<file path="src/design/flash_cmd_pkg.sv">
package flash_cmd_pkg;

  // ----------------------------------------
  // Opcodes
  // ----------------------------------------
  localparam logic [7:0] NOP_CMD              = 8'h00;
  localparam logic [7:0] RESET_ARM_CMD        = 8'h66;
  localparam logic [7:0] RESET_EXEC_CMD       = 8'h99;
  localparam logic [7:0] PARAM_TABLE_READ_CMD = 8'h5A;

  // ----------------------------------------
  // Bit counts and lane widths
  // ----------------------------------------
  localparam logic [4:0] OPC_BITS   = 5'h08;
  localparam logic [4:0] ADDR_BITS  = 5'h18;
  localparam logic [4:0] DUMMY_BITS = 5'h08;
  localparam logic [4:0] LANE_ONE   = 5'h01;
  localparam logic [4:0] LANE_FOUR  = 5'h04;
  localparam logic [4:0] CNT_ZERO   = 5'h00;
  localparam logic [3:0] OUT_ONE    = 4'h1;
  localparam logic [3:0] OUT_FOUR   = 4'h4;
  localparam logic [3:0] BYTE_BITS  = 4'h8;
  localparam logic [3:0] OE_ALL_OFF = 4'hF;
  localparam logic [3:0] OE_SINGLE  = 4'hD;   // Only the output line driven
  localparam logic [3:0] OE_QUAD    = 4'h0;
  localparam logic [3:0] SIO_IDLE   = 4'h0;
  localparam logic [23:0] ADDR_ONE  = 24'h00_0001;

  // ----------------------------------------
  // Recovery timing
  // ----------------------------------------
  localparam int CLK_PERIOD_NS   = 10;
  localparam int RECOV_PGM_NS    = 40000;
  localparam int RECOV_OTHER_NS  = 12000;
  localparam int RECOV_PGM_INT   = (RECOV_PGM_NS + CLK_PERIOD_NS - 1) / CLK_PERIOD_NS;
  localparam int RECOV_OTHER_INT = (RECOV_OTHER_NS + CLK_PERIOD_NS - 1) / CLK_PERIOD_NS;
  localparam logic [11:0] RECOV_PGM_CYC   = RECOV_PGM_INT[11:0];
  localparam logic [11:0] RECOV_OTHER_CYC = RECOV_OTHER_INT[11:0];
  localparam logic [11:0] RECOV_ZERO      = 12'h000;
  localparam logic [11:0] RECOV_STEP      = 12'h001;

  // ----------------------------------------
  // Parameter header table
  // ----------------------------------------
  localparam int         HDR_LEN  = 24;
  localparam logic [7:0] HDR_MFR_ADDR = 8'h10;
  localparam logic [7:0] HDR_FILL = 8'hFF;
  localparam logic [7:0] HDR_BYTES [HDR_LEN] = '{
    8'h53, 8'h46, 8'h44, 8'h50, 8'h00, 8'h01, 8'h01, 8'hFF,
    8'h00, 8'h00, 8'h01, 8'h09, 8'h30, 8'h00, 8'h00, 8'hFF,
    8'hFF, 8'h00, 8'h01, 8'h04, 8'h60, 8'h00, 8'h00, 8'hFF};

  // ----------------------------------------
  // Link pins and state
  // ----------------------------------------
  typedef struct packed {
    logic       cs_n;
    logic       sclk;
    logic [3:0] sio;
  } link_pins_t;

  typedef enum logic [2:0] {
    PH_IDLE  = 3'b000,
    PH_OPC   = 3'b001,
    PH_ADDR  = 3'b011,
    PH_DUMMY = 3'b010,
    PH_DATA  = 3'b110,
    PH_SKIP  = 3'b111
  } phase_t;

  typedef struct packed {
    phase_t      phase;
    logic [4:0]  cnt;
    logic [23:0] sh_in;
    logic [7:0]  opcode;
    logic [23:0] addr;
    logic [7:0]  sh_out;
    logic [3:0]  out_left;
    logic        arm;
    logic [11:0] recov;
    logic        busy;
    logic        standby;
    logic        soft_rst;
    logic        abort;
    logic [3:0]  sio_out;
    logic [3:0]  sio_oe_n;
  } ctl_t;

endpackage

</file>
<file path="src/design/pin_sampler.sv">
`timescale 1ns/10ps
module pin_sampler
  import flash_cmd_pkg::*;
#(
  parameter int W = 6
) (
  input  wire logic         ref_clk_in,
  input  wire logic         rst_in,
  input  wire logic [W-1:0] raw_in,
  output logic [W-1:0]      level_out,
  output logic [W-1:0]      rise_out,
  output logic [W-1:0]      fall_out
);

  typedef struct packed {
    logic [W-1:0] s1;
    logic [W-1:0] s2;
    logic [W-1:0] s3;
    logic [W-1:0] lvl;
    logic [W-1:0] prev;
  } samp_t;

  samp_t        q;
  samp_t        d;
  logic [W-1:0] lvl_next;

  // ----------------------------------------
  // Per-bit filter: accept when stages two and three agree
  // ----------------------------------------
  for (genvar i = 0; i < W; i++) begin : g_bit
    assign lvl_next[i] = (q.s2[i] == q.s3[i]) ? q.s3[i] : q.lvl[i];
  end

  // Next state
  always_comb begin
    d      = q;
    d.s1   = raw_in;
    d.s2   = q.s1;
    d.s3   = q.s2;
    d.lvl  = lvl_next;
    d.prev = q.lvl;
  end

  // Registers; idle link is all ones
  always_ff @(posedge ref_clk_in) begin
    if (rst_in) begin
      q <= '1;
    end else begin
      q <= d;
    end
  end

  assign level_out = q.lvl;
  assign rise_out  = q.lvl & ~q.prev;
  assign fall_out  = ~q.lvl & q.prev;

endmodule

</file>
<file path="src/design/param_header_rom.sv">
`timescale 1ns/10ps
module param_header_rom
  import flash_cmd_pkg::*;
#(
  parameter logic [7:0] MFR_ID = 8'h3E   // Arbitrary maker code
) (
  input  wire logic [23:0] addr_in,
  output logic [7:0]       data_out
);

  // ----------------------------------------
  // Header lookup, fill beyond the table
  // ----------------------------------------
  always_comb begin
    if (addr_in >= 24'(HDR_LEN)) begin
      data_out = HDR_FILL;
    end else if (addr_in[7:0] == HDR_MFR_ADDR) begin
      data_out = MFR_ID;
    end else begin
      data_out = HDR_BYTES[addr_in[4:0]];
    end
  end

endmodule

</file>
<file path="src/design/flash_cmd_core.sv">
`timescale 1ns/10ps
module flash_cmd_core
  import flash_cmd_pkg::*;
(
  input  wire logic       ref_clk_in,
  input  wire logic       rst_in,
  input  wire logic       link_cs_n_in,
  input  wire logic       link_sclk_in,
  input  wire logic [3:0] link_sio_in,
  input  wire logic       four_line_command_mode_in,
  input  wire logic       program_busy_in,
  input  wire logic       erase_busy_in,
  output logic [3:0]      link_sio_out,
  output logic [3:0]      link_sio_oe_n_out,
  output logic            soft_reset_out,
  output logic            op_abort_out,
  output logic            recovery_busy_out,
  output logic            standby_out
);

  // ----------------------------------------
  // Link sampling
  // ----------------------------------------
  link_pins_t pins_raw;
  link_pins_t pins_lvl;
  link_pins_t pins_rise;
  link_pins_t pins_fall;
  logic [7:0] rom_byte;
  ctl_t       q;
  ctl_t       d;
  logic [23:0] sh_next;
  logic [4:0]  lane;
  logic [4:0]  cnt_next;
  logic        cs_end;
  logic        exact_cmd;

  assign pins_raw = '{cs_n: link_cs_n_in, sclk: link_sclk_in, sio: link_sio_in};

  pin_sampler #(
    .W ($bits(link_pins_t))
  ) u_sampler (
    .ref_clk_in (ref_clk_in),
    .rst_in     (rst_in),
    .raw_in     (pins_raw),
    .level_out  (pins_lvl),
    .rise_out   (pins_rise),
    .fall_out   (pins_fall)
  );

  param_header_rom u_rom (
    .addr_in  (q.addr),
    .data_out (rom_byte)
  );

  // Input shift per edge, upper lines ignored in single-line mode
  always_comb begin
    if (four_line_command_mode_in) begin
      sh_next = {q.sh_in[19:0], pins_lvl.sio};
      lane    = LANE_FOUR;
    end else begin
      sh_next = {q.sh_in[22:0], pins_lvl.sio[0]};
      lane    = LANE_ONE;
    end
    cnt_next  = q.cnt + lane;
    cs_end    = pins_rise.cs_n;
    exact_cmd = (q.phase == PH_SKIP) && (q.cnt == CNT_ZERO);
  end

  // ----------------------------------------
  // Command sequencer
  // ----------------------------------------
  always_comb begin
    d          = q;
    d.soft_rst = 1'b0;
    d.abort    = 1'b0;
    if (q.recov != RECOV_ZERO) begin
      d.recov = q.recov - RECOV_STEP;
    end
    if (cs_end) begin
      // Frame end: execute exact one-byte commands, stop output
      if (exact_cmd) begin
        if (q.opcode == RESET_ARM_CMD) begin
          d.arm = 1'b1;
        end else if (q.opcode == RESET_EXEC_CMD && q.arm) begin
          d.arm      = 1'b0;
          d.soft_rst = 1'b1;
          d.abort    = program_busy_in | erase_busy_in;
          d.recov    = program_busy_in ? RECOV_PGM_CYC : RECOV_OTHER_CYC;
        end else begin
          d.arm = 1'b0;
        end
      end else if (q.phase != PH_IDLE) begin
        d.arm = 1'b0;
      end
      d.phase    = PH_IDLE;
      d.sio_oe_n = OE_ALL_OFF;
      d.sio_out  = SIO_IDLE;
    end else if (pins_fall.cs_n) begin
      d.cnt      = q.busy ? LANE_ONE : CNT_ZERO;
      d.phase    = q.busy ? PH_SKIP : PH_OPC;
      d.out_left = OUT_ONE - OUT_ONE;
    end else if (pins_rise.sclk && !pins_lvl.cs_n) begin
      d.sh_in = sh_next;
      d.cnt   = cnt_next;
      case (q.phase)
        PH_OPC: begin
          if (cnt_next == OPC_BITS) begin
            d.opcode = sh_next[7:0];
            d.cnt    = CNT_ZERO;
            d.phase  = (sh_next[7:0] == PARAM_TABLE_READ_CMD) ? PH_ADDR : PH_SKIP;
          end
        end
        PH_ADDR: begin
          if (cnt_next == ADDR_BITS) begin
            d.addr  = sh_next;
            d.cnt   = CNT_ZERO;
            d.phase = PH_DUMMY;
          end
        end
        PH_DUMMY: begin
          if (cnt_next == DUMMY_BITS) begin
            d.cnt   = CNT_ZERO;
            d.phase = PH_DATA;
          end
        end
        PH_SKIP: begin
          d.cnt = LANE_ONE;   // Extra clocks spoil the byte boundary
        end
        PH_DATA: begin
          d.cnt = CNT_ZERO;
        end
        default: begin
          d.cnt = q.cnt;
        end
      endcase
    end else if (pins_fall.sclk && !pins_lvl.cs_n && q.phase == PH_DATA) begin
      // Data out on falling edges, MSB first
      if (q.out_left == SIO_IDLE) begin
        d.addr = q.addr + ADDR_ONE;
        if (four_line_command_mode_in) begin
          d.sio_out  = rom_byte[7:4];
          d.sh_out   = {rom_byte[3:0], 4'h0};
          d.out_left = BYTE_BITS - OUT_FOUR;
          d.sio_oe_n = OE_QUAD;
        end else begin
          d.sio_out  = {2'b00, rom_byte[7], 1'b0};
          d.sh_out   = {rom_byte[6:0], 1'b0};
          d.out_left = BYTE_BITS - OUT_ONE;
          d.sio_oe_n = OE_SINGLE;
        end
      end else if (four_line_command_mode_in) begin
        d.sio_out  = q.sh_out[7:4];
        d.sh_out   = {q.sh_out[3:0], 4'h0};
        d.out_left = q.out_left - OUT_FOUR;
      end else begin
        d.sio_out  = {2'b00, q.sh_out[7], 1'b0};
        d.sh_out   = {q.sh_out[6:0], 1'b0};
        d.out_left = q.out_left - OUT_ONE;
      end
    end
    d.busy    = (d.recov != RECOV_ZERO);
    d.standby = (d.phase == PH_IDLE) && !d.busy;
  end

  // State register, power-on defaults
  always_ff @(posedge ref_clk_in) begin
    if (rst_in) begin
      q          <= '0;
      q.sio_oe_n <= OE_ALL_OFF;
      q.standby  <= 1'b1;
    end else if (q.soft_rst) begin
      q          <= '0;
      q.sio_oe_n <= OE_ALL_OFF;
      q.recov    <= d.recov;
      q.busy     <= 1'b1;
      q.standby  <= 1'b0;
    end else begin
      q <= d;
    end
  end

  assign link_sio_out      = q.sio_out;
  assign link_sio_oe_n_out = q.sio_oe_n;
  assign soft_reset_out    = q.soft_rst;
  assign op_abort_out      = q.abort;
  assign recovery_busy_out = q.busy;
  assign standby_out       = q.standby;

  // ----------------------------------------
  // Checks
  // ----------------------------------------
  a_nop_no_reset: assert property (@(posedge ref_clk_in) disable iff (rst_in)
    cs_end && exact_cmd && q.opcode == NOP_CMD |=> !q.soft_rst && !q.arm)
    else $error("nop caused reset or kept arm");

  a_exec_needs_arm: assert property (@(posedge ref_clk_in) disable iff (rst_in)
    $rose(q.soft_rst) |-> $past(q.arm))
    else $error("reset executed without arm");

  a_arm_cancelled: assert property (@(posedge ref_clk_in) disable iff (rst_in)
    cs_end && !(exact_cmd && q.opcode == RESET_ARM_CMD) |=> !q.arm)
    else $error("arm survived another command");

  a_reset_standby: assert property (@(posedge ref_clk_in) disable iff (rst_in)
    q.soft_rst |=> q.busy && q.phase == PH_IDLE && !q.arm)
    else $error("reset did not return to idle");

  a_abort_on_busy: assert property (@(posedge ref_clk_in) disable iff (rst_in)
    cs_end && exact_cmd && q.arm && q.opcode == RESET_EXEC_CMD
    && (program_busy_in || erase_busy_in) |=> q.abort && q.soft_rst)
    else $error("busy operation not aborted");

  a_pgm_recovery: assert property (@(posedge ref_clk_in) disable iff (rst_in)
    cs_end && exact_cmd && q.arm && q.opcode == RESET_EXEC_CMD && program_busy_in
    |=> ##1 q.recov == RECOV_PGM_CYC - RECOV_STEP)
    else $error("program recovery count wrong");

  a_cs_stops_out: assert property (@(posedge ref_clk_in) disable iff (rst_in)
    cs_end |=> q.sio_oe_n == OE_ALL_OFF [*2])
    else $error("output driven after chip select high");

  a_single_lines: assert property (@(posedge ref_clk_in) disable iff (rst_in)
    !four_line_command_mode_in && q.sio_oe_n != OE_ALL_OFF |-> q.sio_oe_n == OE_SINGLE)
    else $error("extra lines driven in single mode");

  a_read_phases: assert property (@(posedge ref_clk_in) disable iff (rst_in)
    $changed(q.phase) && q.phase == PH_DATA |-> $past(q.phase) == PH_DUMMY
    && q.opcode == PARAM_TABLE_READ_CMD)
    else $error("data phase without read sequence");

  a_header_count: assert property (@(posedge ref_clk_in) disable iff (rst_in)
    q.addr == 24'h00_0006 |-> rom_byte == 8'h01)
    else $error("header count byte wrong");

  // Execute without arm is dropped, a clean arm is latched
  a_exec_ignored: assert property (@(posedge ref_clk_in) disable iff (rst_in)
    cs_end && exact_cmd && q.opcode == RESET_EXEC_CMD && !q.arm |=> !q.soft_rst)
    else $error("unarmed execute caused reset");

  a_arm_taken: assert property (@(posedge ref_clk_in) disable iff (rst_in)
    cs_end && exact_cmd && q.opcode == RESET_ARM_CMD && !q.soft_rst |=> q.arm)
    else $error("arm command not latched");

  // Reset pulse lasts one cycle and leaves cleared state behind
  a_reset_pulse: assert property (@(posedge ref_clk_in) disable iff (rst_in)
    q.soft_rst |=> !q.soft_rst && q.cnt == CNT_ZERO && q.sio_oe_n == OE_ALL_OFF)
    else $error("reset pulse or cleared state wrong");

  a_abort_paired: assert property (@(posedge ref_clk_in) disable iff (rst_in)
    q.abort |-> q.soft_rst)
    else $error("abort without reset");

  // Short recovery when no program was running
  a_other_recovery: assert property (@(posedge ref_clk_in) disable iff (rst_in)
    cs_end && exact_cmd && q.arm && q.opcode == RESET_EXEC_CMD && !program_busy_in
    |=> ##1 q.recov == RECOV_OTHER_CYC - RECOV_STEP)
    else $error("other recovery count wrong");

  // Frames opened during recovery are skipped whole
  a_busy_skips: assert property (@(posedge ref_clk_in) disable iff (rst_in)
    pins_fall.cs_n && q.busy && !q.soft_rst |=> q.phase == PH_SKIP)
    else $error("frame accepted during recovery");

  // Byte start: top bit or nibble on the right lines, address steps on
  a_single_first: assert property (@(posedge ref_clk_in) disable iff (rst_in)
    pins_fall.sclk && !pins_lvl.cs_n && q.phase == PH_DATA && !q.soft_rst
    && q.out_left == '0 && !four_line_command_mode_in
    |=> q.sio_out[1] == $past(rom_byte[7]) && q.sio_oe_n == OE_SINGLE)
    else $error("single byte start wrong");

  a_quad_first: assert property (@(posedge ref_clk_in) disable iff (rst_in)
    pins_fall.sclk && !pins_lvl.cs_n && q.phase == PH_DATA && !q.soft_rst
    && q.out_left == '0 && four_line_command_mode_in
    |=> q.sio_out == $past(rom_byte[7:4]) && q.sio_oe_n == OE_QUAD)
    else $error("quad byte start wrong");

  a_addr_advance: assert property (@(posedge ref_clk_in) disable iff (rst_in)
    pins_fall.sclk && !pins_lvl.cs_n && q.phase == PH_DATA && !q.soft_rst && q.out_left == '0
    |=> q.addr == $past(q.addr) + ADDR_ONE)
    else $error("read address did not advance");

  a_quad_lanes: assert property (@(posedge ref_clk_in) disable iff (rst_in)
    four_line_command_mode_in && q.sio_oe_n != OE_ALL_OFF |-> q.sio_oe_n == OE_QUAD)
    else $error("partial lanes driven in quad mode");

  c_soft_reset: cover property (@(posedge ref_clk_in) disable iff (rst_in)
    q.soft_rst);
  c_arm_cancel: cover property (@(posedge ref_clk_in) disable iff (rst_in)
    q.arm ##[1:400] !q.arm && !q.soft_rst);
  c_read_data: cover property (@(posedge ref_clk_in) disable iff (rst_in)
    q.phase == PH_DATA && q.sio_oe_n != OE_ALL_OFF);
  c_quad_read: cover property (@(posedge ref_clk_in) disable iff (rst_in)
    q.phase == PH_DATA && q.sio_oe_n == OE_QUAD);
  c_abort_seen: cover property (@(posedge ref_clk_in) disable iff (rst_in)
    q.abort);

endmodule

</file>
<file path="config.mk">
export PLATFORM = sky130hd
export DESIGN_NAME = flash_cmd_core
export DESIGN_NICKNAME = d
export VERILOG_FILES = /design/src/design/flash_cmd_pkg.sv /design/src/design/pin_sampler.sv /design/src/design/param_header_rom.sv /design/src/design/flash_cmd_core.sv
export SDC_FILE = /design/constraint.sdc
export NUM_CORES = 1
export LEC_CHECK = 0
export BUFFER_PORTS_ARGS = -buffer_cell sky130_fd_sc_hd__buf_2
export CORE_ASPECT_RATIO = 0.75
export CORE_UTILIZATION = 30
export CTS_CLUSTER_SIZE = 25
export DETAILED_ROUTE_END_ITERATION = 6
export PLACE_DENSITY_LB_ADDON = 0.05
export SKIP_CTS_REPAIR_TIMING = 1
export SYNTH_ARGS = -nofsm -noshare
export SYNTH_HDL_FRONTEND = slang
export SYNTH_SLANG_ARGS = --single-unit
</file>
<file path="constraint.sdc">
create_clock -name ref_clk_in -period 4.8 [get_ports ref_clk_in]
set_input_delay 0.96 -clock ref_clk_in [delete_from_list [all_inputs] [get_ports ref_clk_in]]
set_output_delay 0.96 -clock ref_clk_in [all_outputs]
set_load 0.02 [all_outputs]
</file>
==> impl_metrics.env, run 1 <==
export IMPL_cts_sinks=123
export IMPL_maxSlewHeadroom=0.1929
export IMPL_clk_latency_ns=0.42
export IMPL_slowest_delay_ns=0.83
export IMPL_fmax_ghz=0.2819
export IMPL_async_flop_share=0
export IMPL_clk_pin_slew_ns=0.07
export IMPL_post_place_cells=1041
export IMPL_p_leak_nw=2.527
export IMPL_pin_count=23
export IMPL_status="completed"
export IMPL_final_area_um2=7244
export IMPL_fillers=2192
export IMPL_wirelength_um=18110
export IMPL_min_path_type="flip-flop to flip-flop"
export IMPL_grt_pass1_wl_um=29170
export IMPL_hold_depth=1
export IMPL_die_h_um=128.8
export IMPL_synth_edf_count=0
export IMPL_core_area_um2=20610
export IMPL_grt_overflow=0
export IMPL_clock_path_buffers=2
export IMPL_rsz0062_at_grt="no"
export IMPL_fin_crit_ns=3.547
export IMPL_wire_per_inst_um=16.88
export IMPL_cts_tree="done"
export IMPL_ant_nets=0
export IMPL_num_rows=45
export IMPL_hp_start="u_sampler.d[21]"
export IMPL_initial_core_util=0.3123
export IMPL_yosys_warnings=0
export IMPL_drt_pass1_iter_count=5
export IMPL_reg2reg_slack_ns=1.79
export IMPL_setup_violations=0
export IMPL_ys_types=67
export IMPL_ys_seq_area_frac=0.3827
export IMPL_gp_congestion=0.8272
export IMPL_reg2reg_depth=8
export IMPL_place_area_um2=6671
export IMPL_tightest_slew_ns=1.206
export IMPL_path_delay_family="compound AO/OA/AOI/OAI gates"
export IMPL_grt_pass1_vias=5313
export IMPL_crit_path_end_kind="flip-flop"
export IMPL_synth_area_um2=6435
export IMPL_cp_required_ns=5.11
export IMPL_yosys_top_cells_count="123 x dfxtp_1, 89 x nor2_1, 67 x a21oi_1, 58 x nand2_1, 40 x o21ai_0"
export IMPL_yosysTopAreaCell="dfxtp_1"
export IMPL_hold_path_endpoint="u_sampler.d[15]"
export IMPL_die_area_um2=22050
export IMPL_cap_violations=0
export IMPL_syn_inst=789
export IMPL_synthToLayoutAreaGrowth_pct=12.58
export IMPL_drc=0
export IMPL_worst_path_max_delay_cell="o31a_1"
export IMPL_r2r_end="q[51]"
export IMPL_antenna_found_initial=0
export IMPL_vias=5698
export IMPL_crit_type="input pin to flip-flop"
export IMPL_yosys_register_bits=123
export IMPL_numPortBuffers=22
export IMPL_period_share=0.7389
export IMPL_p_per_area_nw_per_um2=406.8
export IMPL_syn_avg_cell_area_um2=8.156
export IMPL_path_buf_inv=2
export IMPL_drive_gt1_frac=0.1290
export IMPL_syn_num_nets=813
export IMPL_finalHoldViolCount=0
export IMPL_cts_root_buffer="clkbuf_16"
export IMPL_drt_iter0_markers=346
export IMPL_dp_hpwl_um=12420
export IMPL_skew_ns=0.009670
export IMPL_path_cells="buf_2 > inv_1 > ha_1 > ha_1 > nand3_1 > a32oi_1 > nand2b_1 > o31a_1 > nor2_1 > o221a_2"
export IMPL_yosysMostFrequentCell="dfxtp_1"
export IMPL_numCtsBuffers=17
export IMPL_vias_per_cell=5.310
export IMPL_cp_common_cell="ha_1"
export IMPL_start_kind="input pin"
export IMPL_max_vdd_ir_drop_mv=0.2072
export IMPL_ys_flop_type="dfxtp_1"
export IMPL_htreeDepth=4
export IMPL_stdcell_count=1073
export IMPL_synthTopCellsByArea="dfxtp_1 38%, a21oi_1 5.2%, nor2_1 5.2%"
export IMPL_die_x_um=171.1
export IMPL_cp_max_fo=24
export IMPL_r2r_start="q[93]"
export IMPL_finalSetupTns_ns=0
export IMPL_grt_usage=0.1717
export IMPL_hold_ws_ns=0.4100
export IMPL_fin_nets=802
export IMPL_synth_top_area_share=0.3827
export IMPL_grt_max_degree=43
export IMPL_crit_arrival_ns=3.86
export IMPL_finalMaxSlewViolations=0
export IMPL_diodes=0
[cells by family (layout without fill, tap and decap cells)]
| group | Yosys count | after routing | share of synthesized area |
|---|---|---|---|
| simple gates | 309 | 309 | 0.2479 |
| compound gates | 223 | 223 | 0.2221 |
| flops | 123 | 123 | 0.3827 |
| buf+inv | 76 | 78 | 0.05269 |
| mux | 37 | 37 | 0.05853 |
| fa+ha+maj | 13 | 13 | 0.02528 |
| xor+xnor | 8 | 8 | 0.01089 |
[registers in the layout, indices dropped and copies added (netlist names)]
register and cells:
q 87, u_sampler.d 12, u_sampler.q 8, soft_reset_out 1, op_abort_out 1, recovery_busy_out 1, u_sampler.level_out 6, link_sio_out 4
link_sio_oe_n_out 2, standby_out 1
[where the power goes]
part | switching, mW | internal (mW) | total (mW) | leakage [nW]
registers | 0.0733 | 1.08 | 1.15 | 0.997
clock network | 0.571 | 0.689 | 1.26 | 0.277
logic | 0.293 | 0.245 | 0.538 | 1.25
total | 0.937 | 2.01 | 2.95 | 2.53
[area by class of cell]
type	count	area [µm²]	area share
Multi-Input combinational cell	590	3633	0.5016
Sequential cell	123	2462	0.3399
Clock buffer	17	425.4	0.05872
Tap cell	282	352.8	0.04870
Timing Repair Buffer	28	155.1	0.02142
Clock inverter	15	147.6	0.02038
Inverter	18	67.56	0.009326
[worst max-delay path by stage]
stage / cells past startpoint / end / start / slack, ns
finish: 10 / q[51] / four_line_command_mode_in / 1.25
global route: 10 / q[51] / four_line_command_mode_in / 1.06
CTS: 10 / q[51] / four_line_command_mode_in / 1.31
detailed placement: 10 / q[51] / four_line_command_mode_in / 0.86
global placement: 10 / q[51] / four_line_command_mode_in / 0.95
floorplan: 13 / q[57] / four_line_command_mode_in / 0.83
[through the flow]
stage	util	setup slack, ns	total power [mW]
after global placement	0.3237	0.9505	1.705
after detailed placement	0.3237	0.8606	1.703
after floorplan	-	0.8292	1.609
after global routing	0.3515	1.064	3.099
final	0.3515	1.253	2.947
after CTS	0.3515	1.306	2.978
[routing by layer]
metal / part of all wire / global-route usage / wire [µm] / vias up
met5: 0 / 0 / 0 / -
met4: 0.014 / 0.05200 / 250 / 0
met3: 0.031 / 0.03291 / 560 / 20
met2: 0.41 / 0.2391 / 7351 / 109
met1: 0.55 / 0.2614 / 9949 / 2720
li1: - / - / - / 2849
[placed cells by master (no fill, tap or decap), types with 7 or more instances in the layout]
cell type | synthesis | layout
a31oi_1 | 12 | 12
o21bai_1 | 7 | 7
o211ai_1 | 8 | 8
a21oi_1 | 67 | 67
nand3_1 | 26 | 26
nor3_1 | 19 | 19
clkbuf_16 | 0 | 17
inv_1 | 18 | 18
o21ai_0 | 40 | 40
mux2i_1 | 32 | 32
o21ai_1 | 8 | 8
buf_2 | 7 | 22
nor2_1 | 89 | 89
nand2b_1 | 19 | 19
ha_1 | 13 | 13
nor4_1 | 18 | 18
and2_1 | 8 | 8
nand2_1 | 58 | 58
dfxtp_1 | 123 | 123
a211oi_1 | 29 | 29
or3_1 | 7 | 7
or2_2 | 27 | 27
(Power assumes the default switching activity.)
==> run 2: changes to the inputs <==
--- a/config.mk
+++ b/config.mk
@@ -5,6 +5,7 @@
 export SDC_FILE = /design/constraint.sdc
 export NUM_CORES = 1
 export LEC_CHECK = 0
+export ABC_AREA = 1
 export BUFFER_PORTS_ARGS = -buffer_cell sky130_fd_sc_hd__buf_2
 export CORE_ASPECT_RATIO = 0.75
 export CORE_UTILIZATION = 30
==> constraint.sdc (replaced) <==
create_clock -name ref_clk_in -period 3.1 [get_ports ref_clk_in]
set_input_delay 0.62 -clock ref_clk_in [delete_from_list [all_inputs] [get_ports ref_clk_in]]
set_output_delay 0.62 -clock ref_clk_in [all_outputs]
set_load 0.02 [all_outputs]
==> impl_metrics.env, run 2 <==
export IMPL_cts_sinks=123
export IMPL_path_delay_family="simple AND/OR/NAND/NOR gates"
export IMPL_hold_path_endpoint="u_sampler.d[20]"
export IMPL_syn_num_nets=1042
export IMPL_maxSlewHeadroom=0.5739
export IMPL_cts_tree="done"
export IMPL_num_rows=47
export IMPL_yosys_warnings=0
export IMPL_setup_violations=0
export IMPL_syn_inst=1018
export IMPL_yosys_register_bits=123
export IMPL_crit_type="input pin to flip-flop"
export IMPL_path_cells="buf_2 > inv_2 > ha_1 > ha_1 > or2_1 > nor2_1 > nand2_2 > o21ai_1 > nand3_2 > inv_2 > o21ai_0 > nor2_1 > nor2_1"
export IMPL_cts_root_buffer="clkbuf_16"
export IMPL_crit_path_end_kind="flip-flop"
export IMPL_cp_common_cell="nor2_1"
export IMPL_drive_gt1_frac=0.1452
export IMPL_status="completed"
export IMPL_finalSetupTns_ns=0
export IMPL_wire_per_inst_um=14.51
export IMPL_yosysMostFrequentCell="nand2_1"
export IMPL_ant_nets=0
export IMPL_numPortBuffers=22
export IMPL_core_area_um2=22170
export IMPL_skew_ns=0.01191
export IMPL_cp_startpoint="four_line_command_mode_in"
export IMPL_ys_types=46
export IMPL_regMostFlops="q"
export IMPL_clk_latency_ns=0.42
export IMPL_antenna_found_initial=0
export IMPL_min_path_type="input pin to flip-flop"
export IMPL_crit_arrival_ns=2.70
export IMPL_worst_path_max_delay_cell="ha_1"
export IMPL_fin_crit_ns=2.381
export IMPL_final_cell_mix="240 x nand2_1, 123 x dfxtp_1, 121 x nor2_1"
export IMPL_yosys_top_cells_count="240 x nand2_1, 123 x dfxtp_1, 122 x nor2_1, 96 x inv_1, 80 x o21ai_0"
export IMPL_start_kind="input pin"
export IMPL_grt_overflow=0
export IMPL_drt_pass1_iter_count=4
export IMPL_fin_nets=1051
export IMPL_clk_pin_slew_ns=0.07
export IMPL_numCtsBuffers=17
export IMPL_drc=0
export IMPL_reg2reg_depth=11
export IMPL_synthToLayoutAreaGrowth_pct=14.03
export IMPL_synth_edf_count=0
export IMPL_async_flop_share=0
export IMPL_die_area_um2=23380
export IMPL_wirelength_um=19350
export IMPL_r2r_start="q[93]"
export IMPL_yosysTopAreaCell="dfxtp_1"
export IMPL_drt_iter0_markers=367
export IMPL_htreeDepth=4
export IMPL_grt_pass1_wl_um=32030
export IMPL_diodes=0
export IMPL_slowest_delay_ns=0.29
export IMPL_rsz0062_at_grt="no"
export IMPL_final_common_cell="nand2_1"
export IMPL_initial_core_util=0.3080
export IMPL_fin_util=0.3513
export IMPL_synth_top_area_share=0.3606
export IMPL_ys_seq_area_frac=0.3606
export IMPL_path_buf_inv=3
export IMPL_power_mw=4.642
export IMPL_fmax_ghz=0.4200
export IMPL_die_h_um=132.7
export IMPL_max_vdd_ir_drop_mv=0.2921
export IMPL_finalHoldViolCount=0
export IMPL_tightest_slew_ns=0.6385
export IMPL_largest_register_ff_count=87
export IMPL_vias=6289
export IMPL_cp_max_fo=19
export IMPL_grt_pass1_vias=5855
export IMPL_clock_path_buffers=2
export IMPL_r2r_end="q[58]"
export IMPL_vias_per_cell=4.714
export IMPL_cap_violations=0
export IMPL_period_share=0.7680
export IMPL_syn_avg_cell_area_um2=6.708
export IMPL_cp_required_ns=3.42
export IMPL_pin_count=23
export IMPL_hp_start="link_sio_in[2]"
export IMPL_die_x_um=176.2
export IMPL_ys_flop_type="dfxtp_1"
export IMPL_grt_max_degree=42
export IMPL_p_per_area_nw_per_um2=596.0
export IMPL_dp_hpwl_um=14020
export IMPL_grt_usage=0.1736
export IMPL_p_leak_nw=3.287
export IMPL_synthTopCellsByArea="dfxtp_1 36%, nand2_1 13%, nor2_1 6.7%"
export IMPL_synth_area_um2=6829
export IMPL_gp_congestion=0.8299
export IMPL_hold_depth=2
export IMPL_reg2reg_slack_ns=0.77
export IMPL_finalMaxSlewViolations=0
run 2: cell types whose count changed in the layout (fill, tap and decap cells not counted), moves of 17 or more:
cell      change
a211oi_1     -19
inv_1        +78
mux2i_1      -32
nand2_1     +182
nand2b_1     -19
nand3_1      +23
nor2_1       +32
nor4_1       -17
o21ai_0      +40
run 2: area by class of cell:
cell class / count / area, µm²
Multi-Input combinational cell: 738 / 3681
Clock inverter: 14 / 209.0
Sequential cell: 123 / 2462
Tap cell: 294 / 367.9
Inverter: 112 / 420.4
Timing Repair Buffer: 35 / 207.7
Clock buffer: 18 / 439.2
Fill cell: 2412 / 14380
run 2: cells by family (layout without fill, tap and decap cells):
kind of cell | after synthesis | after routing | share of synthesized area
AO/OA/AOI/OAI | 225 | 225 | 0.1882
flip-flops | 123 | 123 | 0.3606
adder cells (fa/ha/maj) | 13 | 13 | 0.02382
AND/OR/NAND/NOR | 493 | 493 | 0.3177
XOR/XNOR | 7 | 7 | 0.008978
buffers and inverters | 157 | 179 | 0.1008
run 2: worst max path at each step:
stage	cells after the start	to	slack (ns)
floorplan	13	q[55]	0.43
global placement	13	q[58]	0.29
detailed placement	13	q[58]	0.27
CTS	13	q[58]	0.72
global route	13	q[58]	0.53
finish	13	q[58]	0.72
run 2: metrics by stage:
| step | std cells | instance area, µm² | hold slack [ns] | setup WS [ns] |
|---|---|---|---|---|
| after floorplan | 1018 | 6829 | 0.3895 | 0.4337 |
| after detailed placement | 1302 | 7139 | 0.3934 | 0.2740 |
| after global placement | 1302 | 7139 | 0.3938 | 0.2869 |
| final | 1334 | 7787 | 0.3828 | 0.7193 |
| after CTS | 1334 | 7787 | 0.3650 | 0.7180 |
| after global routing | 1334 | 7787 | 0.3601 | 0.5346 |
run 2: routing by layer:
metal | up-vias | part of all wire | global-route usage | wire length (µm)
li1 | 3352 | - | - | -
met1 | 2828 | 0.55 | 0.2638 | 10610
met2 | 95 | 0.41 | 0.2476 | 7912
met3 | 14 | 0.036 | 0.03420 | 693
met4 | 0 | 0.0070 | 0.03816 | 136
met5 | - | 0 | 0 | 0
run 2: power breakdown:
| group | internal (mW) | total (mW) | switching (mW) |
|---|---|---|---|
| combinational | 0.245 | 0.743 | 0.498 |
| sequential | 1.65 | 1.70 | 0.0500 |
| clock | 1.39 | 2.20 | 0.808 |
==> run 3: changes to the inputs <==
==> constraint.sdc (replaced) <==
create_clock -name ref_clk_in -period 2.4 [get_ports ref_clk_in]
set_input_delay 0.48 -clock ref_clk_in [delete_from_list [all_inputs] [get_ports ref_clk_in]]
set_output_delay 0.48 -clock ref_clk_in [all_outputs]
set_load 0.02 [all_outputs]
==> impl_metrics.env, run 3 (same netlist as run 2, synthesis figures left out) <==
export IMPL_final_area_um2=7973
export IMPL_multiInputGateArea_um2=3691
export IMPL_fin_crit_ns=2.256
export IMPL_register_area_um2=2462
export IMPL_skew_ns=0.01417
export IMPL_reg2reg_slack_ns=0.14
export IMPL_hold_ws_ns=0.2371
export IMPL_pin_count=23
export IMPL_initial_core_util=0.3080
export IMPL_drt_pass1_iter_count=5
export IMPL_final_cell_mix="240 x nand2_1, 123 x dfxtp_1, 120 x nor2_1"
export IMPL_p_leak_nw=3.404
export IMPL_gp_congestion=0.7943
export IMPL_grt_pass1_wl_um=31770
export IMPL_grt_pass1_vias=5959
export IMPL_regMostFlops="q"
export IMPL_num_rows=47
export IMPL_setup_violations=0
export IMPL_fin_nets=1080
export IMPL_drc=0
export IMPL_p_per_area_nw_per_um2=727.5
export IMPL_power_mw=5.800
export IMPL_r2r_start="q[93]"
export IMPL_crit_type="flip-flop to flip-flop"
export IMPL_rsz0062_at_grt="no"
export IMPL_synthToLayoutAreaGrowth_pct=16.75
export IMPL_clk_pin_slew_ns=0.06
export IMPL_start_kind="flip-flop"
export IMPL_tightest_slew_ns=0.4626
export IMPL_htreeDepth=4
export IMPL_drive_gt1_frac=0.1693
export IMPL_numCtsBuffers=17
export IMPL_crit_path_end_kind="flip-flop"
export IMPL_cap_violations=0
export IMPL_cp_startpoint="q[93]"
export IMPL_wirelength_um=19380
export IMPL_post_place_cells=1331
export IMPL_fillers=2426
export IMPL_numPortBuffers=22
export IMPL_clk_latency_ns=0.43
export IMPL_grt_usage=0.1725
export IMPL_hold_path_endpoint="u_sampler.d[19]"
export IMPL_stdcell_count=1363
export IMPL_period_share=0.9398
export IMPL_status="completed"
export IMPL_grt_max_degree=42
export IMPL_finalSetupTns_ns=0
export IMPL_fmax_ghz=0.4434
export IMPL_antenna_found_initial=0
export IMPL_path_cells="ha_1 > ha_1 > or2_1 > nor2_2 > nand2_2 > buf_4 > nor2_2 > buf_4 > nand2_1 > nand3_1 > a21oi_1 > nand3_1 > nand2_1"
export IMPL_cp_max_fo=3
export IMPL_grt_overflow=0
export IMPL_vias_per_cell=4.679
export IMPL_dp_slack_ns=-0.1795
export IMPL_vias=6377
export IMPL_core_area_um2=22170
export IMPL_fin_util=0.3596
export IMPL_cp_required_ns=2.70
export IMPL_die_area_um2=23380
export IMPL_reg2reg_depth=13
export IMPL_maxSlewHeadroom=0.6904
export IMPL_diodes=0
export IMPL_wire_per_inst_um=14.21
export IMPL_dp_hpwl_um=14100
export IMPL_clock_path_buffers=2
export IMPL_hold_depth=2
export IMPL_hp_start="link_sio_in[1]"
export IMPL_drt_iter0_markers=343
export IMPL_worst_path_max_delay_cell="dfxtp_1"
export IMPL_place_area_um2=7372
export IMPL_crit_arrival_ns=2.55
export IMPL_min_path_type="input pin to flip-flop"
export IMPL_ant_nets=0
export IMPL_die_h_um=132.7
export IMPL_finalHoldViolCount=0
export IMPL_slowest_delay_ns=0.32
export IMPL_cts_sinks=123
export IMPL_finalMaxSlewViolations=0
export IMPL_cts_root_buffer="clkbuf_16"
export IMPL_die_x_um=176.2
export IMPL_fin_ws_ns=0.1445
export IMPL_final_common_cell="nand2_1"
export IMPL_cts_tree="done"
export IMPL_r2r_end="standby_out"
export IMPL_largest_register_ff_count=87
export IMPL_max_vdd_ir_drop_mv=0.4275
run 3: metal layers:
metal  up-vias  routed length, µm  track usage
li1       3399                  -            -
met1      2864              10660       0.2645
met2       106               7845       0.2417
met3         8                765      0.03764
met4         0                106      0.03527
met5         -                  0            0
run 3: layout make-up:
type / instances / share of cell area
multi-input combinational: 738 / 0.4630
sequential: 123 / 0.3089
timing repair buffer: 64 / 0.05493
clock buffer: 17 / 0.05336
inverter: 112 / 0.05336
tap: 294 / 0.04614
clock inverter: 15 / 0.02040
run 3: worst max-delay path by stage:
stage / depth (start not counted) / endpoint
2_1_floorplan: 13 / q[55]
3_3_place_gp: 13 / q[48]
3_5_place_dp: 13 / q[57]
4_1_cts: 11 / q[57]
5_1_grt: 11 / q[66]
6_report: 13 / standby_out
run 3: power by group:
part	switching, mW	internal (mW)	total, mW
clock network	1.05	1.55	2.60
registers	0.0663	2.13	2.20
logic	0.652	0.348	1.00
run 3: critical path, delay by kind of cell (launching register included):
kind / cells / cell delay, ns
AOI/OAI and AO/OA: 1 / 0.08
adders and majority gates: 2 / 0.48
buffers and inverters: 2 / 0.30
DFF: 1 / 0.32
and+or+nand+nor: 8 / 0.96
